==> src/epwm_pkg.sv <==
// epwm_pkg: constants and types for the enhanced pwm steering block.
// assumes a 32-bit classic wishbone slave with 8-bit registers per word.
package epwm_pkg;

   // ****************************************
   // register word offsets (byte addresses)
   // ****************************************
   localparam logic [5:0] OFS_CONTROL = 6'h00; // unit_control_register
   localparam logic [5:0] OFS_STEER = 6'h04; // steering_register
   localparam logic [5:0] OFS_DUTY_HI = 6'h08; // duty_high_register
   localparam logic [5:0] OFS_PERIOD = 6'h0c; // period timer limit
   localparam logic [5:0] OFS_CMP_LO = 6'h10; // compare/capture low byte
   localparam logic [5:0] OFS_CMP_HI = 6'h14; // compare/capture high byte
   localparam logic [5:0] OFS_FLAGS = 6'h18; // interrupt_flag_register
   localparam logic [5:0] OFS_PORT_DAT = 6'h1c; // port latch
   localparam logic [5:0] OFS_PORT_OE = 6'h20; // pin output drivers

   // ****************************************
   // reset values
   // ****************************************
   localparam logic [7:0] RST_CONTROL = 8'h00;
   localparam logic [4:0] RST_STEER = 5'h01; // only out_a steered
   localparam logic [7:0] RST_PERIOD = 8'hff;
   localparam logic [3:0] RST_PORT_OE = 4'h0; // all pins high impedance

   // ****************************************
   // mode encodings of unit_mode_select
   // ****************************************
   localparam logic [3:0] MODE_OFF = 4'h0;
   localparam logic [3:0] MODE_CMP_TOGGLE = 4'h2;
   localparam logic [3:0] MODE_CAP_FALL = 4'h4;
   localparam logic [3:0] MODE_CAP_RISE = 4'h5;
   localparam logic [3:0] MODE_CAP_RISE4 = 4'h6;
   localparam logic [3:0] MODE_CAP_RISE16 = 4'h7;
   localparam logic [3:0] MODE_CMP_SET = 4'h8;
   localparam logic [3:0] MODE_CMP_CLR = 4'h9;
   localparam logic [3:0] MODE_CMP_SOFT = 4'ha;
   localparam logic [3:0] MODE_CMP_SPECIAL = 4'hb;
   localparam logic [1:0] MODE_HI_PWM = 2'h3;

   // output_config encodings
   localparam logic [1:0] CFG_SINGLE = 2'h0;
   localparam logic [1:0] CFG_FULL_FWD = 2'h1;
   localparam logic [1:0] CFG_HALF = 2'h2;
   localparam logic [1:0] CFG_FULL_REV = 2'h3;

   // capture prescale terminal counts
   localparam logic [3:0] CAP_DIV4_LAST = 4'h3;
   localparam logic [3:0] CAP_DIV16_LAST = 4'hf;
   localparam logic [1:0] SUB_LAST = 2'h3; // last quarter step of a count

   // pin bundle toward the four outputs
   typedef struct packed {
      logic [3:0] o;  // driven level, d c b a
      logic [3:0] oe; // driver enable, high while driving
   } epwm_pins_t;

endpackage : epwm_pkg

==> src/epwm_steer.sv <==
// epwm_steer: enhanced capture/compare/pwm unit with output steering.
// assumes a synchronous wishbone master, synchronous pin inputs, 100 MHz.
//
// How it works
// - steer sync clear: enables apply after write
// - steer sync set: enables apply at period start
// - period flag set when each period begins
// - after reset all four pins high impedance
// - non-pwm modes: a is ccp pin, bcd port
// - config 00: only a modulated unless steered
// - config 01: d modulated, a active, b c inactive
// - config 10: a and b modulated as pair
// - config 11: b modulated, c active, a d inactive
// - duty is high byte plus two low bits
// - mode 0000 turns unit off and idles it
// - capture on falling, rising, 4th, 16th edge
// - mode 0010 toggles compare pin on match
// - 1000 init low set; 1001 init high clear
// - mode 1010 flags only, pin back to port
// - mode 1011 resets timer, second unit starts adc
// - mode bits 1 and 0 set pair polarity
// - plain units treat 11xx as pwm only
// - steering routes polarised pwm onto enabled pins
// - cleared steering enable returns pin to port
//
// Design decisions made here: the register offsets and the Wishbone slave port.
`timescale 1ns/100ps

module epwm_steer #(
   parameter bit ENHANCED = 1'b1,   // clear for a plain unit
   parameter bit SECOND_UNIT = 1'b0 // set on the unit that starts the adc
) (
   // clock and reset
   input wire logic clk_i,
   input wire logic rst_i,
   // wishbone slave
   input wire logic wb_cyc_i,
   input wire logic wb_stb_i,
   input wire logic wb_we_i,
   input wire logic [5:0] wb_adr_i,
   input wire logic [3:0] wb_sel_i,
   input wire logic [31:0] wb_dat_i,
   output logic [31:0] wb_dat_o,
   output logic wb_ack_o,
   // pins d c b a
   input wire logic [3:0] pin_i,
   output epwm_pkg::epwm_pins_t pins_o,
   // system side
   input wire logic adc_enable_i,
   output logic adc_start_o,
   output logic period_flag_o,
   output logic event_flag_o
);

   // ****************************************
   // registers
   // ****************************************
   logic [7:0] control_r;     // config, duty low bits, mode
   logic [4:0] steer_r;       // sync bit and written enables
   logic [3:0] steer_live_r;  // enables in force at the pins
   logic steer_pend_r;        // synchronised update waiting
   logic [7:0] duty_hi_r;
   logic [7:0] period_r;
   logic [15:0] cmp_r;        // compare value or captured time
   logic [3:0] port_dat_r;
   logic [3:0] port_oe_r;
   logic period_flag_r;
   logic event_flag_r;
   logic [7:0] tmr_r;         // pwm period timer
   logic [1:0] sub_r;         // quarter steps for the duty low bits
   logic [15:0] timer_one_r;       // capture/compare time base
   logic cmp_out_r;           // compare pin level
   logic cap_prev_r;          // last sample of out_a input
   logic [3:0] cap_cnt_r;     // capture prescale count
   logic adc_start_r;
   logic ack_r;
   logic [31:0] dat_r;

   // ****************************************
   // field decode
   // ****************************************
   wire [3:0] mode = control_r[3:0];
   wire [1:0] cfg = control_r[7:6];
   wire [1:0] duty_lo = control_r[5:4];
   wire pwm_mode = (mode[3:2] == epwm_pkg::MODE_HI_PWM);
   wire unit_off = (mode == epwm_pkg::MODE_OFF);
   // plain unit ignores the config field and runs single output
   wire [1:0] cfg_eff = ENHANCED ? cfg : epwm_pkg::CFG_SINGLE;
   // plain unit has no polarity control
   wire [1:0] pol = ENHANCED ? mode[1:0] : 2'h0;

   // ****************************************
   // bus decode
   // ****************************************
   wire bus_req = wb_cyc_i & wb_stb_i;
   // write takes effect at the edge where ack is seen high
   wire wr_go = bus_req & wb_we_i & ack_r & wb_sel_i[0];
   wire wr_control = wr_go & (wb_adr_i == epwm_pkg::OFS_CONTROL);
   wire wr_steer = wr_go & (wb_adr_i == epwm_pkg::OFS_STEER);
   wire wr_duty_hi = wr_go & (wb_adr_i == epwm_pkg::OFS_DUTY_HI);
   wire wr_period = wr_go & (wb_adr_i == epwm_pkg::OFS_PERIOD);
   wire wr_cmp_lo = wr_go & (wb_adr_i == epwm_pkg::OFS_CMP_LO);
   wire wr_cmp_hi = wr_go & (wb_adr_i == epwm_pkg::OFS_CMP_HI);
   wire wr_flags = wr_go & (wb_adr_i == epwm_pkg::OFS_FLAGS);
   wire wr_pdat = wr_go & (wb_adr_i == epwm_pkg::OFS_PORT_DAT);
   wire wr_poe = wr_go & (wb_adr_i == epwm_pkg::OFS_PORT_OE);
   wire [7:0] wdat = wb_dat_i[7:0];

   // read mux, if/else chain; unmapped reads zero
   logic [7:0] rd_val;
   always_comb begin
      if (wb_adr_i == epwm_pkg::OFS_CONTROL) begin
         rd_val = control_r;
      end else if (wb_adr_i == epwm_pkg::OFS_STEER) begin
         rd_val = {3'h0, steer_r};
      end else if (wb_adr_i == epwm_pkg::OFS_DUTY_HI) begin
         rd_val = duty_hi_r;
      end else if (wb_adr_i == epwm_pkg::OFS_PERIOD) begin
         rd_val = period_r;
      end else if (wb_adr_i == epwm_pkg::OFS_CMP_LO) begin
         rd_val = cmp_r[7:0];
      end else if (wb_adr_i == epwm_pkg::OFS_CMP_HI) begin
         rd_val = cmp_r[15:8];
      end else if (wb_adr_i == epwm_pkg::OFS_FLAGS) begin
         rd_val = {6'h00, event_flag_r, period_flag_r};
      end else if (wb_adr_i == epwm_pkg::OFS_PORT_DAT) begin
         rd_val = {4'h0, port_dat_r};
      end else if (wb_adr_i == epwm_pkg::OFS_PORT_OE) begin
         rd_val = {4'h0, port_oe_r};
      end else begin
         rd_val = 8'h00;
      end
   end

   // ****************************************
   // pwm timing
   // ****************************************
   // 10-bit duty against timer plus quarter step
   wire [9:0] duty = {duty_hi_r, duty_lo};
   wire [9:0] pos = {tmr_r, sub_r};
   wire pwm_raw = (pos < duty);
   wire period_end = pwm_mode & (tmr_r == period_r) &
                     (sub_r == epwm_pkg::SUB_LAST);

   // compare match on the 16-bit time base
   wire cmp_match = (timer_one_r == cmp_r);
   wire is_cmp = (mode == epwm_pkg::MODE_CMP_TOGGLE) |
                 (mode[3:2] == 2'h2);

   // capture edge detect and prescale
   wire rise = pin_i[0] & ~cap_prev_r;
   wire fall = ~pin_i[0] & cap_prev_r;
   wire cap_last4 = (cap_cnt_r == epwm_pkg::CAP_DIV4_LAST);
   wire cap_last16 = (cap_cnt_r == epwm_pkg::CAP_DIV16_LAST);
   logic cap_evt;
   always_comb begin
      case (mode)
         epwm_pkg::MODE_CAP_FALL: cap_evt = fall;
         epwm_pkg::MODE_CAP_RISE: cap_evt = rise;
         epwm_pkg::MODE_CAP_RISE4: cap_evt = rise & cap_last4;
         epwm_pkg::MODE_CAP_RISE16: cap_evt = rise & cap_last16;
         default: cap_evt = 1'b0;
      endcase
   end
   wire cap_mode = (mode[3:2] == 2'h1);

   // compare events that raise the unit flag
   wire cmp_flag_evt = cmp_match & (mode[3:2] == 2'h2);
   wire special_evt = cmp_match &
                      (mode == epwm_pkg::MODE_CMP_SPECIAL);
   wire unit_evt = cap_evt | cmp_flag_evt;

   // ****************************************
   // output steering and configuration
   // ****************************************
   // unit_val: level the unit wants, unit_sel: pin owned by the unit
   logic [3:0] unit_val;
   logic [3:0] unit_sel;
   always_comb begin
      unit_val = 4'h0;
      unit_sel = 4'h0;
      if (pwm_mode) begin
         case (cfg_eff)
            epwm_pkg::CFG_SINGLE: begin
               // steered pins carry the same wave
               unit_sel = steer_live_r;
               unit_val = {4{pwm_raw}};
            end
            epwm_pkg::CFG_FULL_FWD: begin
               unit_sel = 4'hf;
               unit_val = {pwm_raw, 1'b0, 1'b0, 1'b1};
            end
            epwm_pkg::CFG_HALF: begin
               // complementary pair, no dead band here
               unit_sel = 4'h3;
               unit_val = {1'b0, 1'b0, ~pwm_raw, pwm_raw};
            end
            default: begin
               unit_sel = 4'hf;
               unit_val = {1'b0, 1'b1, pwm_raw, 1'b0};
            end
         endcase
         // active-low pairs: bit 1 for a/c, bit 0 for b/d
         unit_val = unit_val ^ {pol[0], pol[1], pol[0], pol[1]};
      end else if (is_cmp) begin
         // only out_a serves as the compare pin
         unit_sel = {3'h0, (mode != epwm_pkg::MODE_CMP_SOFT) &
                    (mode != epwm_pkg::MODE_CMP_SPECIAL)};
         unit_val = {3'h0, cmp_out_r};
      end
   end

   // pin drivers follow the port enables, which reset off
   assign pins_o.o = (unit_sel & unit_val) | (~unit_sel & port_dat_r);
   assign pins_o.oe = port_oe_r;

   // ****************************************
   // bus and register process
   // ****************************************
   // ack one cycle after request, dropped the cycle after
   always_ff @(posedge clk_i) begin
      if (rst_i) begin
         ack_r <= 1'b0;
         dat_r <= 32'h0000_0000;
      end else begin
         ack_r <= bus_req & ~ack_r;
         if (bus_req & ~ack_r) begin
            dat_r <= {24'h00_0000, rd_val};
         end
      end
   end
   assign wb_ack_o = ack_r;
   assign wb_dat_o = dat_r;

   // plain configuration registers
   always_ff @(posedge clk_i) begin
      if (rst_i) begin
         control_r <= epwm_pkg::RST_CONTROL;
         duty_hi_r <= 8'h00;
         period_r <= epwm_pkg::RST_PERIOD;
         port_dat_r <= 4'h0;
         port_oe_r <= epwm_pkg::RST_PORT_OE;
      end else begin
         if (wr_control) control_r <= wdat;
         if (wr_duty_hi) duty_hi_r <= wdat;
         if (wr_period) period_r <= wdat;
         if (wr_pdat) port_dat_r <= wdat[3:0];
         if (wr_poe) port_oe_r <= wdat[3:0];
      end
   end

   // steering: immediate or deferred to the period start
   always_ff @(posedge clk_i) begin
      if (rst_i) begin
         steer_r <= epwm_pkg::RST_STEER;
         steer_live_r <= epwm_pkg::RST_STEER[3:0];
         steer_pend_r <= 1'b0;
      end else begin
         if (wr_steer) begin
            steer_r <= wdat[4:0];
         end
         if (wr_steer & ~wdat[4]) begin
            // may cut a pulse short, by design
            steer_live_r <= wdat[3:0];
            steer_pend_r <= 1'b0;
         end else if (wr_steer) begin
            steer_pend_r <= 1'b1;
         end else if (steer_pend_r & (period_end | ~pwm_mode)) begin
            // latest written value, so older writes are lost
            steer_live_r <= steer_r[3:0];
            steer_pend_r <= 1'b0;
         end
      end
   end

   // pwm period timer; frozen and cleared outside pwm
   always_ff @(posedge clk_i) begin
      if (rst_i | ~pwm_mode) begin
         tmr_r <= 8'h00;
         sub_r <= 2'h0;
      end else if (period_end) begin
         tmr_r <= 8'h00;
         sub_r <= 2'h0;
      end else begin
         sub_r <= sub_r + 2'h1;
         if (sub_r == epwm_pkg::SUB_LAST) tmr_r <= tmr_r + 8'h01;
      end
   end

   // capture/compare time base and compare pin
   always_ff @(posedge clk_i) begin
      // a control write while off must still load the initial pin level
      if (rst_i | (unit_off & ~wr_control)) begin
         timer_one_r <= 16'h0000;
         cmp_out_r <= 1'b0;
         cap_cnt_r <= 4'h0;
         cap_prev_r <= 1'b0;
         adc_start_r <= 1'b0;
      end else begin
         cap_prev_r <= pin_i[0];
         adc_start_r <= special_evt & SECOND_UNIT & adc_enable_i;
         if (special_evt) begin
            timer_one_r <= 16'h0000;
         end else begin
            timer_one_r <= timer_one_r + 16'h0001;
         end
         if (wr_control & (wdat[3:0] == epwm_pkg::MODE_CMP_SET)) begin
            cmp_out_r <= 1'b0;
         end else if (wr_control & (wdat[3:0] == epwm_pkg::MODE_CMP_CLR)) begin
            cmp_out_r <= 1'b1;
         end else if (cmp_match) begin
            case (mode)
               epwm_pkg::MODE_CMP_TOGGLE: cmp_out_r <= ~cmp_out_r;
               epwm_pkg::MODE_CMP_SET: cmp_out_r <= 1'b1;
               epwm_pkg::MODE_CMP_CLR: cmp_out_r <= 1'b0;
               default: cmp_out_r <= cmp_out_r;
            endcase
         end
         // prescale counts rising edges only
         if (wr_control | ~cap_mode) begin
            cap_cnt_r <= 4'h0;
         end else if (rise & (cap_evt | (mode == epwm_pkg::MODE_CAP_RISE4) &
                      cap_last4)) begin
            cap_cnt_r <= 4'h0;
         end else if (rise) begin
            cap_cnt_r <= cap_cnt_r + 4'h1;
         end
      end
   end
   assign adc_start_o = adc_start_r;

   // compare value, overwritten by captures
   always_ff @(posedge clk_i) begin
      if (rst_i) begin
         cmp_r <= 16'h0000;
      end else if (cap_mode & cap_evt) begin
         cmp_r <= timer_one_r;
      end else begin
         if (wr_cmp_lo) cmp_r[7:0] <= wdat;
         if (wr_cmp_hi) cmp_r[15:8] <= wdat;
      end
   end

   // sticky flags, write one to clear, set beats clear
   always_ff @(posedge clk_i) begin
      if (rst_i) begin
         period_flag_r <= 1'b0;
         event_flag_r <= 1'b0;
      end else begin
         if (period_end) begin
            period_flag_r <= 1'b1;
         end else if (wr_flags & wdat[0]) begin
            period_flag_r <= 1'b0;
         end
         if (unit_evt & ~unit_off) begin
            event_flag_r <= 1'b1;
         end else if (wr_flags & wdat[1]) begin
            event_flag_r <= 1'b0;
         end
      end
   end
   assign period_flag_o = period_flag_r;
   assign event_flag_o = event_flag_r;

endmodule : epwm_steer

==> config.mk <==
export PLATFORM = sky130hd
export DESIGN_NAME = epwm_steer
export DESIGN_NICKNAME = d
export VERILOG_FILES = /design/src/epwm_pkg.sv /design/src/epwm_steer.sv
export SDC_FILE = /design/constraint.sdc
export NUM_CORES = 1
export LEC_CHECK = 0
export BUFFER_PORTS_ARGS = -buffer_cell sky130_fd_sc_hd__buf_2
export CAP_MARGIN = 5
export CORE_MARGIN = 5
export CORE_UTILIZATION = 31
export DETAILED_ROUTE_END_ITERATION = 6
export PLACE_DENSITY_LB_ADDON = 0.2
export REMOVE_ABC_BUFFERS = 1
export SLEW_MARGIN = 30
export SYNTH_ARGS = -nofsm -noshare
export SYNTH_HDL_FRONTEND = slang
export SYNTH_SLANG_ARGS = --single-unit
==> constraint.sdc <==
create_clock -name clk_i -period 2.6 [get_ports clk_i]
set_input_delay 0.52 -clock clk_i [delete_from_list [all_inputs] [get_ports clk_i]]
set_output_delay 0.52 -clock clk_i [all_outputs]
set_load 0.01 [all_outputs]
==> results.sh, run 1 <==
export IMPL_holdCritPathClass="input pin to register"
export IMPL_powerDensity_nw_per_um2=464
export IMPL_ys_flop_type="dfxtp_1"
export IMPL_cpPeakStageDelay_ns=0.33
export IMPL_yosysWarningCount=0
export IMPL_grt_usage_pct=15.8
export IMPL_final_layout_size_suffix_gt1_share_pct=21.2
export IMPL_coreArea_um2=18100
export IMPL_n_fill_cell=1859
export IMPL_internal_power_w=0.00240
export IMPL_synth_edf_count=0
export IMPL_grt_max_degree=34
export IMPL_synth_cells=698
export IMPL_antenna_left=0
export IMPL_ys_ff_latch=101
export IMPL_synth_top_area_share_pct=35.2
export IMPL_clk_pin_slew_ns=0.07
export IMPL_vias=5010
export IMPL_switching_share_pct=22.9
export IMPL_num_io_pins=96
export IMPL_multiInputGateArea_um2=3440
export IMPL_first_pass_iters=5
export IMPL_rows=49
export IMPL_hold_slack_ns=0.412
export IMPL_crit_path_top_delay_cell="dfxtp_2"
export IMPL_die_area_um2=21400
export IMPL_area_growth_pct=16.8
export IMPL_initialDrtViolationCount=301
export IMPL_p_leak_nw=2.56
export IMPL_seqCellArea_um2=2030
export IMPL_root_buffer="clkbuf_16"
export IMPL_pwr_share_comb_pct=5.8
export IMPL_maxSlewHeadroom_pct=50.0
export IMPL_start_util_pct=31.8
export IMPL_crit_fanout=4
export IMPL_tightest_slew_ns=0.731
export IMPL_crit_family="buffers and inverters"
export IMPL_die_h_um=146
export IMPL_synthArstFlopShare_pct=0
export IMPL_mostFrequentLayoutCells="98 x nand2_1, 92 x dfxtp_1, 79 x nor2_1, 45 x buf_4, 37 x buf_2"
export IMPL_slew_viol_final=0
export IMPL_cts_hold_buffers=0
export IMPL_cts_tree="yes"
export IMPL_total_power_w=0.00312
export IMPL_cp_cell_sequence="inv_2 -> ha_4 -> a21oi_2 -> o21ai_2 -> a41oi_2 -> buf_6 -> mux2_4 -> buf_4 -> nor3_2 -> nand3b_1 -> buf_6"
export IMPL_worstPathRequired_ns=2.08
export IMPL_io_buffer_count=39
export IMPL_dp_cells=968
export IMPL_final_cells=987
export IMPL_syn_area_per_cell_um2=8.23
export IMPL_wl_per_cell_um=17.2
export IMPL_tns_ns=-0.585
export IMPL_clkPwrFrac_pct=44.2
export IMPL_worstSetupEndpointType="output port"
export IMPL_failed_checks="negative setup slack"
export IMPL_routabilityCongestion=0.900
export IMPL_htreeDepth=3
export IMPL_p_sw_w=0.000715
export IMPL_grt_pass1_wl_um=27100
export IMPL_drv_cap=0
export IMPL_fmax_mhz=352
export IMPL_drc_errors=0
export IMPL_skew_ns=0.00772
export IMPL_place_area_um2=6190
export IMPL_final_nets=819
export IMPL_die_w_um=146
export IMPL_vias_per_cell=5.08
export IMPL_synth_area_um2=5750
export IMPL_synth_top_cell_by_area="dfxtp_1"
export IMPL_worst_setup_path_start_kind="register"
export IMPL_setup_viol=4
export IMPL_seqPwrFrac_pct=50.0
export IMPL_critPathKind="register to output port"
export IMPL_post_route_period_util_pct=109
export IMPL_vdd_drop_max_uv=280
export IMPL_clockBufferDepth=2
export IMPL_stdcell_area_um2=6710
export IMPL_hold_violations=0
export IMPL_synth_seq_area_share_pct=35.2
export IMPL_crit_arrival_ns=2.32
export IMPL_status="finished, violations left"
export IMPL_clock_sinks=101
export IMPL_overflow=0
export IMPL_critical_path_buf_inv_count=4
export IMPL_final_common_cell="nand2_1"
export IMPL_antenna_cells=0
export IMPL_worst_slack_ns=-0.238
export IMPL_numCtsBuffers=9
export IMPL_clock_latency_ns=0.35
export IMPL_cp_common_cell="buf_6"
export IMPL_antenna_found_initial=0
export IMPL_dp_hpwl_um=12700
export IMPL_first_global_vias=4939
export IMPL_synth_cell_type_count=70
export IMPL_rsz0062_at_grt="true"
export IMPL_drt_wl_total_um=17000
export IMPL_rrSetupSlack_ns=0.58
export IMPL_netlist_top_cells_area="dfxtp_1 35%, nand2_1 6.5%, nor2_1 5.2%"
export IMPL_fin_crit_ns=2.84
==> power by group through the flow <==
stage	Sequential (W)	Clock, W	Combinational, W
2_1_floorplan	0.00159	0	0.0000648
3_3_place_gp	0.00159	0	0.000176
3_5_place_dp	0.00159	0	0.000176
4_1_cts	0.00156	0.00141	0.000176
5_1_grt	0.00156	0.00148	0.000194
6_report	0.00156	0.00138	0.000180
==> synth_stat cells, types with 15 or more instances <==
cell type / instances
dfxtp_1: 101
nand2_1: 99
nor2_1: 79
a21oi_1: 35
xor2_1: 32
buf_4: 30
nand3_1: 28
inv_1: 19
clkbuf_1: 18
xnor2_1: 18
mux2i_1: 17
a311oi_1: 16
nor2b_1: 16
nor3_1: 16
o21ai_0: 15
==> worst register-to-register path, stage by stage, from the launching register on <==
cell     delay [ns]
dfxtp_1        0.44
xor2_1         0.10
nor4_1         0.31
nand4_1        0.22
or3_1          0.40
o21ai_2        0.15
buf_4          0.21
nor2_1         0.08
==> final cells by class <==
class | count | area share (%)
clock inverters | 1 | 0.447
flip-flops and latches | 101 | 30.3
inverters | 19 | 1.06
repair buffers | 87 | 8.76
well taps | 229 | 4.27
multi-input cells | 536 | 51.2
clock buffers | 14 | 3.93
==> stage by stage <==
stage | setup WS (ns) | utilization [%]
after floorplan | 0.167 | -
after global placement | -0.167 | 34.2
after detailed placement | -0.180 | 34.2
after CTS | -0.198 | 36.6
after global routing | -0.420 | 37.1
final | -0.238 | 37.1
==> path summary, 6_finish.rpt <==
check / endpoint / startpoint / depth (start not counted)
min: cap_prev_r / pin_i[0] / 2
max reg2reg: timer_one_r[15] / timer_one_r[0] / 7
min reg2reg: duty_hi_r[7] / duty_hi_r[7] / 2
max: pins_o[5] / duty_hi_r[2] / 11
==> sequential cells by signal, summed over array words and instances, names as in the netlist, 5 cells and up <==
signal	flops
cmp_r	16
control_r	8
wb_dat_o	8
tmr_r	8
timer_one_r	16
steer_r	5
duty_hi_r	8
period_r	8
==> kinds of logic (layout without fill, tap and decap cells) <==
family                   after synthesis  count (layout)  share of synthesized area (%)
AND/OR/NAND/NOR                      298             298                           25.3
AO/OA/AOI/OAI                        129             129                           15.9
flip-flops                           101             101                           35.2
buffers and inverters                 85             121                           9.43
XOR/XNOR                              50              50                           7.62
multiplexers                          21              21                           3.74
adder cells (fa/ha/maj)               13              13                           2.83
other                                  1              25                         0.0652
==> what timing repair did <==
item | CTS | global route
setup buffers | 1 | 3
endpoints found under the hold margin | 0 | 0
setup endpoints to repair | 4 | 4
gates resized for setup | 39 | 15
pin swaps | 15 | 10
==> routing by layer <==
layer | share of wire [%] | GRT usage [%] | wire, um | vias to the layer above
met5 | 0 | 0 | 0 | -
met4 | 1.7 | 4.42 | 281 | 0
met3 | 4.3 | 2.60 | 722 | 17
met2 | 44 | 24.8 | 7430 | 135
met1 | 50 | 22.3 | 8540 | 2359
li1 | - | - | - | 2499
(Power assumes the default switching activity.)
==> run 2: changes to the inputs <==
==> constraint.sdc (replaced) <==
create_clock -name clk_i -period 3.34 [get_ports clk_i]
set_input_delay 0.668 -clock clk_i [delete_from_list [all_inputs] [get_ports clk_i]]
set_output_delay 0.668 -clock clk_i [all_outputs]
set_load 0.01 [all_outputs]
==> results.sh, run 2 (synthesized netlist as in run 1, its figures left out) <==
export IMPL_drv_cap=0
export IMPL_cpPeakStageDelay_ns=0.37
export IMPL_worstPathRequired_ns=2.67
export IMPL_clk_pin_slew_ns=0.07
export IMPL_die_h_um=146
export IMPL_p_leak_nw=2.32
export IMPL_largest_registers="cmp_r: 16 flops, timer_one_r: 16 flops"
export IMPL_grt_max_degree=34
export IMPL_antenna_left=0
export IMPL_crit_path_top_delay_cell="dfxtp_1"
export IMPL_dp_hpwl_um=12200
export IMPL_setup_viol=0
export IMPL_slew_viol_final=0
export IMPL_clock_sinks=101
export IMPL_tightest_slew_ns=0.662
export IMPL_final_layout_size_suffix_gt1_share_pct=13.4
export IMPL_antenna_found_initial=0
export IMPL_worst_slack_ns=0.194
export IMPL_drc_errors=0
export IMPL_grt_usage_pct=15.1
export IMPL_die_w_um=146
export IMPL_fin_crit_ns=3.15
export IMPL_clockBufferDepth=2
export IMPL_worstSetupEndpointType="output port"
export IMPL_pre_cts_slack_ns=0.352
export IMPL_place_area_um2=5940
export IMPL_hold_violations=0
export IMPL_crit_family="compound AO/OA/AOI/OAI gates"
export IMPL_first_pass_iters=4
export IMPL_crit_arrival_ns=2.48
export IMPL_tns_ns=0
export IMPL_htreeDepth=3
export IMPL_drt_wl_total_um=16400
export IMPL_final_nets=783
export IMPL_critPathKind="register to output port"
export IMPL_wl_per_cell_um=17.2
export IMPL_post_cts_repair_setup_buffers=0
export IMPL_dp_cells=936
export IMPL_num_io_pins=96
export IMPL_first_global_vias=4643
export IMPL_numCtsBuffers=9
export IMPL_grt_pass1_wl_um=26000
export IMPL_final_common_cell="nand2_1"
export IMPL_holdCritPathClass="register to register"
export IMPL_mostFrequentLayoutCells="99 x nand2_1, 98 x dfxtp_1, 79 x nor2_1, 39 x buf_2, 35 x a21oi_1"
export IMPL_final_cells=952
export IMPL_die_area_um2=21400
export IMPL_vias=4895
export IMPL_maxSlewHeadroom_pct=54.7
export IMPL_vias_per_cell=5.14
export IMPL_vdd_drop_max_uv=276
export IMPL_powerDensity_nw_per_um2=383
export IMPL_post_route_period_util_pct=94.2
export IMPL_routabilityCongestion=0.920
export IMPL_worst_setup_path_start_kind="register"
export IMPL_rsz0062_at_grt="false"
export IMPL_cp_cell_sequence="inv_1 -> ha_1 -> a21oi_1 -> o21ai_0 -> a41oi_2 -> buf_4 -> mux2_2 -> nor3_1 -> nand3b_1 -> buf_2"
export IMPL_total_power_w=0.00239
export IMPL_status="finished, final reports clean"
export IMPL_area_growth_pct=8.66
export IMPL_antenna_cells=0
export IMPL_start_util_pct=31.8
export IMPL_stdcell_area_um2=6250
export IMPL_initialDrtViolationCount=409
export IMPL_overflow=0
export IMPL_clock_latency_ns=0.35
export IMPL_coreArea_um2=18100
export IMPL_io_buffer_count=39
export IMPL_crit_fanout=4
export IMPL_root_buffer="clkbuf_16"
export IMPL_skew_ns=0.00754
export IMPL_fmax_mhz=318
export IMPL_critical_path_buf_inv_count=3
export IMPL_rows=49
export IMPL_cts_tree="yes"
run 2: power by group:
| group | internal (W) | switching (W) | leakage, nW |
|---|---|---|---|
| clock network | 0.000577 | 0.000473 | 0.145 |
| logic | 0.0000363 | 0.0000966 | 1.36 |
| registers | 0.00121 | 0.00000305 | 0.816 |
| total | 0.00182 | 0.000572 | 2.32 |
run 2: final cells by class:
cell class,count,area (um^2)
Clock buffer,9,225
Clock inverter,7,66.3
Fill cell,1887,11800
Inverter,19,71.3
Multi-Input combinational cell,536,3290
Sequential cell,101,2030
Tap cell,229,287
Timing Repair Buffer,51,285
run 2: path summary, 6_finish.rpt:
| path | slack (ns) | end | startpoint | depth (start not counted) |
|---|---|---|---|---|
| max reg2reg | 1.02 | timer_one_r[7] | timer_one_r[10] | 6 |
| min | 0.45 | duty_hi_r[1] | duty_hi_r[1] | 2 |
| max | 0.19 | pins_o[5] | duty_hi_r[0] | 10 |
| min reg2reg | 0.45 | duty_hi_r[1] | duty_hi_r[1] | 2 |
run 2: per-layer routing:
metal	up-vias	wire, um	GRT usage [%]	share of wire (%)
met1	2316	8030	21.8	49
met2	135	7030	22.4	43
met5	-	0	0	0
met4	0	418	5.79	2.6
li1	2421	-	-	-
met3	23	872	2.73	5.3
run 2: repair_timing:
action	4_1_cts	5_1_grt
pin swaps	0	1
hold buffers	0	0
setup endpoints to repair	1	3
gates cloned	0	0
resized for setup	1	5
run 2: stage by stage:
stage	hold slack, ns	utilization [%]
after floorplan	0.418	-
after global placement	0.436	32.8
after detailed placement	0.445	32.8
after CTS	0.455	34.5
after global routing	0.478	34.5
final	0.452	34.5
run 2: tightest hold or removal path, stage by stage (launching register included):
cell,delay [ns]
dfxtp_1,0.31
nand2_1,0.05
a21oi_1,0.05
